--- config.mk ---
export PLATFORM = sky130hd
export DESIGN_NAME = voice_daa_ctrl_regs
export DESIGN_NICKNAME = d
export VERILOG_FILES = /design/src/daa_ctrl_pkg.sv /design/src/voice_daa_ctrl_regs.sv
export SDC_FILE = /design/constraint.sdc
export NUM_CORES = 1
export LEC_CHECK = 0
export BUFFER_PORTS_ARGS = -buffer_cell sky130_fd_sc_hd__buf_2
export CORE_ASPECT_RATIO = 1.75
export CORE_UTILIZATION = 44
export DETAILED_ROUTE_END_ITERATION = 10
export PLACE_DENSITY = 0.76
export REMOVE_ABC_BUFFERS = 1
export SYNTH_ARGS = -nofsm -noshare
export SYNTH_HDL_FRONTEND = slang
export SYNTH_SLANG_ARGS = --single-unit
--- constraint.sdc ---
create_clock -name sys_clk -period 6.31 [get_ports sys_clk]
set_clock_uncertainty 0.2 [all_clocks]
set_input_delay 0.9465 -clock sys_clk [delete_from_list [all_inputs] [get_ports sys_clk]]
set_output_delay 0.9465 -clock sys_clk [all_outputs]
set_load 0.03 [all_outputs]
--- src/daa_ctrl_pkg.sv ---
/*
 Package for the line-interface control register bank: register offsets,
 field positions, reset values and AXI4-Lite response codes.
 Assumes a 32-bit AXI4-Lite bus with byte addresses on word boundaries.
*/
package daa_ctrl_pkg;

   localparam int        ADDR_W          = 8;
   // Printed offsets are not all multiples of four: they are word indices
   localparam logic [7:0] IDX_GAIN_ONE   = 8'h0F;
   localparam logic [7:0] IDX_LINE_ONE   = 8'h10;
   localparam logic [7:0] IDX_LINE_TWO   = 8'h11;
   localparam logic [7:0] IDX_IRQ_STAT   = 8'h20;
   localparam logic [7:0] IDX_IRQ_EN     = 8'h21;
   localparam logic [7:0] IDX_IRQ_CLR    = 8'h22;

   // Gain control one fields
   localparam int        TXMUTE_BIT      = 7;
   localparam int        RXMUTE_BIT      = 3;
   // Line option control one fields
   localparam int        OHSPEED_BIT     = 6;
   localparam int        IIR_BIT         = 4;
   localparam int        RZ_BIT          = 1;
   localparam int        RLA_BIT         = 0;
   localparam logic [7:0] LINE_ONE_MASK  = 8'hF3;
   localparam logic [7:0] GAIN_ONE_MASK  = 8'h88;
   // Line option control two fields
   localparam int        CALCLR_BIT      = 7;
   localparam int        MANUAL_ADC_CAL_BIT        = 6;
   localparam int        CALDIS_BIT      = 5;
   localparam int        RLB_BIT         = 4;
   localparam int        OVG_BIT         = 3;
   localparam int        BTE_BIT         = 2;
   localparam int        ROV_BIT         = 1;
   localparam int        BTD_BIT         = 0;
   // Interrupt status fields
   localparam int        IRQ_ROV_BIT     = 0;
   localparam int        IRQ_BTD_BIT     = 1;
   localparam int        IRQ_W           = 2;

   localparam logic [7:0] REG_RESET      = 8'h00;
   localparam logic [1:0] RESP_OKAY      = 2'h0;
   localparam logic [1:0] RESP_SLVERR    = 2'h2;

   typedef struct packed {
      logic transmitMute;
      logic receiveMute;
      logic onhookSpeedSel;
      logic iirFilterSelect;
      logic ringerImpedanceSynth;
      logic [1:0] ringLevelSel;
      logic adcCalClear;
      logic manualAdcCal;
      logic autoCalDisable;
      logic overloadGuardEn;
      logic billingToneEnable;
   } line_ctrl_type;

   typedef struct packed {
      logic billingTone;
      logic rxOverload;
   } line_event_type;

endpackage

--- src/voice_daa_ctrl_regs.sv ---
/*
 Control register bank for the voice line interface: mute, on-hook speed,
 filter type, ringer impedance, ring threshold, calibration, overload and
 billing tone control, reached over AXI4-Lite, with a sticky interrupt.
 Assumes line events arrive asynchronously and are held at least three
 sys_clk cycles; control outputs feed analog blocks on the same clock.
*/
// Our own choice: the AXI4-Lite register port.
// Function
// Transmit mute bit set mutes transmit path; clear passes it.
// Receive mute bit set mutes receive path; clear passes it.
// On-hook speed bit, with remote bits, selects the on-hook time.
// Filter select bit chooses FIR (0) or IIR (1) for both paths.
// Ringer impedance bit: 0 high impedance, 1 synthesized impedance.
// Two ring threshold bits select the ring detection window.
// Software never programs ring threshold pattern 01; it is reserved.
// With the simplest line-side part, software writes zero to bit 4.
// Writing one to calibration clear discards stored ADC calibration.
// Software writes calibration clear back to zero afterwards.
// Writing one to manual calibration starts an ADC calibration.
// Auto-calibration disable bit: 0 auto enabled, 1 disabled.
// Bit 3 enables overload protection; software clears it before off-hook.
// With billing tone enable set, stay off-hook through supply disruptions.
// Detected billing tone sets the read-only billing tone flag.
// Writing zero to billing tone enable also clears the flag.
// Reserved bits 3 and 2 of line control one accept any write.
// Receive overload sets flag; writing zero clears flag and interrupt bit.
// Reserved bits in gain and line control one read as zero.
`timescale 1ns/1ps
`default_nettype none
module voice_daa_ctrl_regs
   import daa_ctrl_pkg::*;
(
   input  wire logic              sys_clk,
   input  wire logic              rst,
   // AXI4-Lite slave
   input  wire logic [ADDR_W-1:0] s_axi_awaddr,
   input  wire logic              s_axi_awvalid,
   output var  logic              s_axi_awready,
   input  wire logic [31:0]       s_axi_wdata,
   input  wire logic [3:0]        s_axi_wstrb,
   input  wire logic              s_axi_wvalid,
   output var  logic              s_axi_wready,
   output var  logic [1:0]        s_axi_bresp,
   output var  logic              s_axi_bvalid,
   input  wire logic              s_axi_bready,
   input  wire logic [ADDR_W-1:0] s_axi_araddr,
   input  wire logic              s_axi_arvalid,
   output var  logic              s_axi_arready,
   output var  logic [31:0]       s_axi_rdata,
   output var  logic [1:0]        s_axi_rresp,
   output var  logic              s_axi_rvalid,
   input  wire logic              s_axi_rready,
   // Line-side events, asynchronous
   input  wire logic              billingToneEvent,
   input  wire logic              rxOverloadEvent,
   // Control to the line interface
   output var  line_ctrl_type     lineCtrl,
   output var  logic              holdOffhook,
   output var  logic              calStartPulse,
   output var  logic              calDiscardPulse,
   output var  logic              irq
);

   // Stored control bits
   logic [7:0]        gainOne_r;
   logic [7:0]        lineOne_r;
   logic [7:0]        lineTwo_r;
   logic [IRQ_W-1:0]  irqStat_r;
   logic [IRQ_W-1:0]  irqEn_r;
   logic [1:0]        btSync_r;
   logic [1:0]        ovSync_r;
   logic              btSeen_r;
   logic              ovSeen_r;

   // Write channel capture
   logic              awHeld_r;
   logic              wHeld_r;
   logic [ADDR_W-1:0] awAddr_r;
   logic [7:0]        wByte_r;
   logic              wLane_r;
   logic              arHeld_r;

   // Byte address is four times the index, so the word index is a[7:2]
   function automatic logic hitAddr(input logic [ADDR_W-1:0] a,
                                    input logic [7:0] idx);
      hitAddr = (a[7:2] == idx[5:0]);
   endfunction

   // Write decode, one write performed when address and data both held
   wire        doWrite   = awHeld_r && wHeld_r && !s_axi_bvalid;
   wire        wrEn      = doWrite && wLane_r;
   wire        wrGain    = wrEn && hitAddr(awAddr_r, IDX_GAIN_ONE);
   wire        wrLineOne = wrEn && hitAddr(awAddr_r, IDX_LINE_ONE);
   wire        wrLineTwo = wrEn && hitAddr(awAddr_r, IDX_LINE_TWO);
   wire        wrIrqEn   = wrEn && hitAddr(awAddr_r, IDX_IRQ_EN);
   wire        wrIrqClr  = wrEn && hitAddr(awAddr_r, IDX_IRQ_CLR);
   wire        wrMapped  = hitAddr(awAddr_r, IDX_GAIN_ONE) ||
                           hitAddr(awAddr_r, IDX_LINE_ONE) ||
                           hitAddr(awAddr_r, IDX_LINE_TWO) ||
                           hitAddr(awAddr_r, IDX_IRQ_STAT) ||
                           hitAddr(awAddr_r, IDX_IRQ_EN)   ||
                           hitAddr(awAddr_r, IDX_IRQ_CLR);

   // Event edges, read only from the second synchroniser stage
   wire        btRise    = btSync_r[1] && !btSeen_r;
   wire        ovRise    = ovSync_r[1] && !ovSeen_r;

   // clearing the enable also clears the flag
   wire        bteCleared = wrLineTwo && !wByte_r[BTE_BIT];
   // writing zero to the overload flag clears it
   wire        rovCleared = wrLineTwo && !wByte_r[ROV_BIT];
   // only detected while billing tone detection is enabled
   wire        btSet      = btRise && lineTwo_r[BTE_BIT];

   logic [7:0] lineTwoNxt;
   always_comb begin
      lineTwoNxt = lineTwo_r;
      if (wrLineTwo) begin
         lineTwoNxt[7:2] = wByte_r[7:2];
         lineTwoNxt[ROV_BIT] = lineTwo_r[ROV_BIT] & wByte_r[ROV_BIT];
      end
      if (bteCleared) begin
         lineTwoNxt[BTD_BIT] = 1'b0;
      end
      // a new event wins over a clear in the same cycle
      if (btSet) begin
         lineTwoNxt[BTD_BIT] = 1'b1;
      end
      // overload event sets the flag, winning over clear
      if (ovRise) begin
         lineTwoNxt[ROV_BIT] = 1'b1;
      end
   end

   logic [IRQ_W-1:0] irqStatNxt;
   always_comb begin
      irqStatNxt = irqStat_r;
      if (wrIrqClr) begin
         irqStatNxt = irqStat_r & ~wByte_r[IRQ_W-1:0];
      end
      // clearing the flag also clears its interrupt bit
      if (rovCleared) begin
         irqStatNxt[IRQ_ROV_BIT] = 1'b0;
      end
      if (bteCleared) begin
         irqStatNxt[IRQ_BTD_BIT] = 1'b0;
      end
      if (ovRise) begin
         irqStatNxt[IRQ_ROV_BIT] = 1'b1;
      end
      if (btSet) begin
         irqStatNxt[IRQ_BTD_BIT] = 1'b1;
      end
   end

   // Read decode
   // reserved bits read as zero through the masks
   wire [7:0]  rdByte =
      hitAddr(s_axi_araddr, IDX_GAIN_ONE) ? (gainOne_r & GAIN_ONE_MASK) :
      hitAddr(s_axi_araddr, IDX_LINE_ONE) ? (lineOne_r & LINE_ONE_MASK) :
      hitAddr(s_axi_araddr, IDX_LINE_TWO) ? lineTwo_r :
      hitAddr(s_axi_araddr, IDX_IRQ_STAT) ? {6'h00, irqStat_r} :
      hitAddr(s_axi_araddr, IDX_IRQ_EN)   ? {6'h00, irqEn_r} : 8'h00;
   wire        rdMapped = hitAddr(s_axi_araddr, IDX_GAIN_ONE) ||
                          hitAddr(s_axi_araddr, IDX_LINE_ONE) ||
                          hitAddr(s_axi_araddr, IDX_LINE_TWO) ||
                          hitAddr(s_axi_araddr, IDX_IRQ_STAT) ||
                          hitAddr(s_axi_araddr, IDX_IRQ_EN)   ||
                          hitAddr(s_axi_araddr, IDX_IRQ_CLR);
   wire        rdTake   = s_axi_arvalid && s_axi_arready;

   // AXI write handshake
   always_ff @(posedge sys_clk or posedge rst) begin
      if (rst) begin
         awHeld_r      <= 1'b0;
         wHeld_r       <= 1'b0;
         awAddr_r      <= '0;
         wByte_r       <= 8'h00;
         wLane_r       <= 1'b0;
         s_axi_awready <= 1'b0;
         s_axi_wready  <= 1'b0;
         s_axi_bvalid  <= 1'b0;
         s_axi_bresp   <= RESP_OKAY;
      end else begin
         s_axi_awready <= !awHeld_r && !s_axi_awready && s_axi_awvalid;
         s_axi_wready  <= !wHeld_r && !s_axi_wready && s_axi_wvalid;
         if (s_axi_awvalid && s_axi_awready) begin
            awHeld_r <= 1'b1;
            awAddr_r <= s_axi_awaddr;
         end
         if (s_axi_wvalid && s_axi_wready) begin
            wHeld_r <= 1'b1;
            wByte_r <= s_axi_wdata[7:0];
            wLane_r <= s_axi_wstrb[0];
         end
         if (doWrite) begin
            awHeld_r     <= 1'b0;
            wHeld_r      <= 1'b0;
            s_axi_bvalid <= 1'b1;
            s_axi_bresp  <= wrMapped ? RESP_OKAY : RESP_SLVERR;
         end else if (s_axi_bvalid && s_axi_bready) begin
            s_axi_bvalid <= 1'b0;
         end
      end
   end

   // AXI read handshake
   always_ff @(posedge sys_clk or posedge rst) begin
      if (rst) begin
         arHeld_r      <= 1'b0;
         s_axi_arready <= 1'b0;
         s_axi_rvalid  <= 1'b0;
         s_axi_rdata   <= 32'h00000000;
         s_axi_rresp   <= RESP_OKAY;
      end else begin
         s_axi_arready <= !arHeld_r && !s_axi_arready && s_axi_arvalid
                          && !s_axi_rvalid;
         if (rdTake) begin
            arHeld_r     <= 1'b1;
            s_axi_rvalid <= 1'b1;
            s_axi_rdata  <= {24'h000000, rdByte};
            s_axi_rresp  <= rdMapped ? RESP_OKAY : RESP_SLVERR;
         end else if (s_axi_rvalid && s_axi_rready) begin
            arHeld_r     <= 1'b0;
            s_axi_rvalid <= 1'b0;
         end
      end
   end

   // Register storage
   always_ff @(posedge sys_clk or posedge rst) begin
      if (rst) begin
         gainOne_r <= REG_RESET;
         lineOne_r <= REG_RESET;
         lineTwo_r <= REG_RESET;
         irqStat_r <= '0;
         irqEn_r   <= '0;
      end else begin
         // reserved bits stored but steer nothing
         if (wrGain) begin
            gainOne_r <= wByte_r;
         end
         if (wrLineOne) begin
            lineOne_r <= wByte_r;
         end
         if (wrIrqEn) begin
            irqEn_r <= wByte_r[IRQ_W-1:0];
         end
         lineTwo_r <= lineTwoNxt;
         irqStat_r <= irqStatNxt;
      end
   end

   // Event synchronisers and edge memory
   always_ff @(posedge sys_clk or posedge rst) begin
      if (rst) begin
         btSync_r <= 2'b00;
         ovSync_r <= 2'b00;
         btSeen_r <= 1'b0;
         ovSeen_r <= 1'b0;
      end else begin
         btSync_r <= {btSync_r[0], billingToneEvent};
         ovSync_r <= {ovSync_r[0], rxOverloadEvent};
         btSeen_r <= btSync_r[1];
         ovSeen_r <= ovSync_r[1];
      end
   end

   // Control outputs, registered from the stored bits, the write decode and the next interrupt status
   always_ff @(posedge sys_clk or posedge rst) begin
      if (rst) begin
         lineCtrl        <= '0;
         holdOffhook     <= 1'b0;
         calStartPulse   <= 1'b0;
         calDiscardPulse <= 1'b0;
         irq             <= 1'b0;
      end else begin
         // transmit mute
         lineCtrl.transmitMute         <= gainOne_r[TXMUTE_BIT];
         // receive mute
         lineCtrl.receiveMute          <= gainOne_r[RXMUTE_BIT];
         // local speed bit, combined with remote bits downstream
         lineCtrl.onhookSpeedSel       <= lineOne_r[OHSPEED_BIT];
         // filter type for both paths
         lineCtrl.iirFilterSelect      <= lineOne_r[IIR_BIT];
         // ringer impedance
         lineCtrl.ringerImpedanceSynth <= lineOne_r[RZ_BIT];
         // ring window, pattern 01 left to software to avoid
         lineCtrl.ringLevelSel         <= {lineOne_r[RLA_BIT], lineTwo_r[RLB_BIT]};
         // level held while set; software returns it to zero
         lineCtrl.adcCalClear          <= lineTwo_r[CALCLR_BIT];
         // manual calibration request level
         lineCtrl.manualAdcCal         <= lineTwo_r[MANUAL_ADC_CAL_BIT];
         // automatic calibration disable
         lineCtrl.autoCalDisable       <= lineTwo_r[CALDIS_BIT];
         // overload protection
         lineCtrl.overloadGuardEn      <= lineTwo_r[OVG_BIT];
         lineCtrl.billingToneEnable    <= lineTwo_r[BTE_BIT];
         // ride through supply disruption while enabled
         holdOffhook     <= lineTwo_r[BTE_BIT];
         // one pulse per write of one
         calStartPulse   <= wrLineTwo && wByte_r[MANUAL_ADC_CAL_BIT];
         // one pulse per write of one
         calDiscardPulse <= wrLineTwo && wByte_r[CALCLR_BIT];
         irq             <= |(irqStatNxt & irqEn_r);
      end
   end

endmodule // voice_daa_ctrl_regs
`default_nettype wire

==> reports/results.tsv <==
stage	metric	value	unit
yosys	ys_top_cells_by_count	dfrtp_1 (73), mux2_2 (28), buf_4 (27), nand2_1 (17), o21ai_0 (14)	
placement	portBuffers	60	
floorplan	placement_rows	39	
power_and_ir_drop	leakagePower	1.87	nW
finish	antennaDiodeCount	0	
critical_path	worstPathMaxFanout	7	
yosys	synthDistinctLibCells	38	
sta	slew_viol_final	0	
routing	routed_wl	5.27	mm
grt	globalRouteTotalUtil	16.4	%
floorplan	die-height	112	um
yosys	yosysTopAreaCell	dfrtp_1	
power_and_ir_drop	ir_worst_vdd	0.000272	V
sta	whs	145	ps
critical_path	cp_num_buf_inv	0	
sta	tightest_slew	879	ps
sta	setup_slack	4070	ps
grt	grt_max_degree	74	
floorplan	chipWidth	64.8	um
yosys	ys_seq_area_share	60.1	%
clock_tree	cts_tree	built	
sta	setup-tns-final	0	ps
yosys	ys.flop_type	dfrtp_1	
floorplan	start_util	46.2	%
clock_tree	post_cts_buffers	0	
yosys	synth-edff-count	0	
clock_tree	path_clk_slew	50	ps
sta	min_period	2240	ps
grt	antenna_found_initial	0	
yosys	synthArstFlopShare	100	%
yosys	avgSynthCellArea	12.8	um2
placement	routabilityCongestion	0.799	
yosys	synthTopCellsByArea	dfrtp_1 (60%), mux2_2 (10%), buf_4 (6.7%)	
sta	clock.fmax	446	MHz
run_status	status	finished, final reports clean	
yosys	synthCells	238	
finish	fin_nets	366	
critical_path	path_delay_family	simple AND/OR/NAND/NOR gates	
sta	fin_crit_sh	35.6	%
floorplan	die_area	7260	um2
critical_path	cp.arrival	2250	ps
finish	area_delta_synth_final	19.3	%
clock_tree	clock_sinks	73	
grt	grt_pass1_vias	1887	
placement	place_hpwl	3.83	mm
routing	vias_per_cell	5.01	
clock_tree	cts_hold_buf	0	
routing	post_drt_wl_per_cell	13.5	um
finish	drive_gt1_share	35.6	%
sta	grt_setup_unrepaired	no	
critical_path	path_cells	nor4b_2 > nor2b_1 > nor3b_4 > mux2_2	
yosys	yosysTopAreaCellShare	60.1	%
clock_tree	cts_root_buf	clkbuf_16	
min_path	min_path_type	register to register	
yosys	ys_ff_latch	73	
critical_path	slowest_stage	nor4b_2	
placement	post-place-ws	3720	ps
finish	finish.instance_area	3630	um2
placement	placed_cell_area	3330	um2
routing	drtIter0Drc	107	
critical_path	criticalPathCategory	register to register	
yosys	syn_area	3040	um2
flow_run	maxCapViolCount	0	
floorplan	io_pins	118	
routing	dr_total_vias	1958	
routing	drc	0	
clock_tree	cts_resized	0	
power_and_ir_drop	power.density	400	nW/um2
critical_path	required	6320	ps
critical_path	critPathLaunchType	register	
routing	postRouteAntennaNets	0	
clock_tree	clk_latency	320	ps
floorplan	core	6590	um2
sta	hold_viol_final	0	
clock_tree	h-tree-depth	3	
routing	drtPass1Iterations	6	
grt	grt.overflow.total	0	
yosys	ys_warn_count	0	
yosys	synth.most_common_cell	dfrtp_1	
clock_tree	cts_max_path_buffers	2	
sta	relSlewSlack	41.4	%
sta	setup_viol	0	
finish	fillCellCount	580	
critical_path	max_stage_delay	480	ps
grt	grt_pass1_wl	8.85	mm
clock_tree	cts_made_buffers	9	
critical_path	cp-end-kind	register	
-- report_power, final --
group | internal (W) | leakage, nW | switching (W)
Clock | 0.000313 | 0.144 | 0.000180
Combinational | 0.000120 | 0.774 | 0.000170
Sequential | 0.000576 | 0.946 | 0.0000928
Total | 0.00101 | 1.87 | 0.000443
-- state kept, by name, summed over array words and instances (netlist names), 2 cells and up --
register,cells
lineCtrl,11
lineTwo_r,8
s_axi_rdata,8
wByte_r,8
awAddr_r,6
lineOne_r,6
btSync_r,2
gainOne_r,2
irqEn_r,2
irqStat_r,2
ovSync_r,2
-- path summary, 6_finish.rpt --
check                                  from            to  slack [ps]  cells past startpoint
min in group asynchronous               rst   lineCtrl[1]         670                      3
worst max-delay path            awAddr_r[3]  lineOne_r[1]        4070                      4
worst min register to register  btSync_r[0]   btSync_r[1]         140                      0
worst min-delay path            btSync_r[0]   btSync_r[1]         140                      0
worst max register to register  awAddr_r[3]  lineOne_r[1]        4070                      4
max in group asynchronous               rst       wLane_r        4650                      3
-- metrics by stage --
stage	instances	utilization (%)	total power, W
detailed placement	376	50.6	0.000970
finish	391	55.0	0.00145
CTS	391	55.0	0.00147
floorplan	233	-	0.000875
global route	391	55.0	0.00153
global placement	376	50.6	0.000955
-- cells by family (layout without fill, tap and decap cells) --
logic type / count (synthesis) / count (layout) / synth area share (%)
flip-flops: 73 / 73 / 60.1
AND/OR/NAND/NOR: 54 / 54 / 11.2
buffers and inverters: 38 / 84 / 8.02
AO/OA/AOI/OAI: 37 / 37 / 7.61
multiplexers: 35 / 35 / 13.0
other: 1 / 26 / 0.123
-- routing by layer --
metal,track usage [%],vias up,part of all wire (%)
met4,8.00,0,2.5
met3,4.71,13,5.4
met2,28.0,73,55
met1,18.2,947,38
li1,-,925,-
met5,0,-,0
-- layout make-up --
type	count	area [um2]	share of cell area, %
tap	82	103	2.83
sequential	73	1830	50.4
inverter	8	30.0	0.828
multi-input combinational	152	1060	29.3
clock buffer	10	239	6.59
clock inverter	5	56.3	1.55
timing repair buffer	61	308	8.49
-- cell usage in the layout (no fill, tap or decap), drive strengths merged, types with 4 or more instances in the layout --
master,Yosys,routed
a21oi,5,5
buf,28,61
clkbuf,2,10
conb,1,26
dfrtp,73,73
inv,8,8
mux2,30,30
mux2i,5,5
nand2,17,17
nand3b,4,4
nor2b,5,5
nor3b,5,5
o21ai,14,14
o31ai,4,4
(Power assumes the default switching activity.)
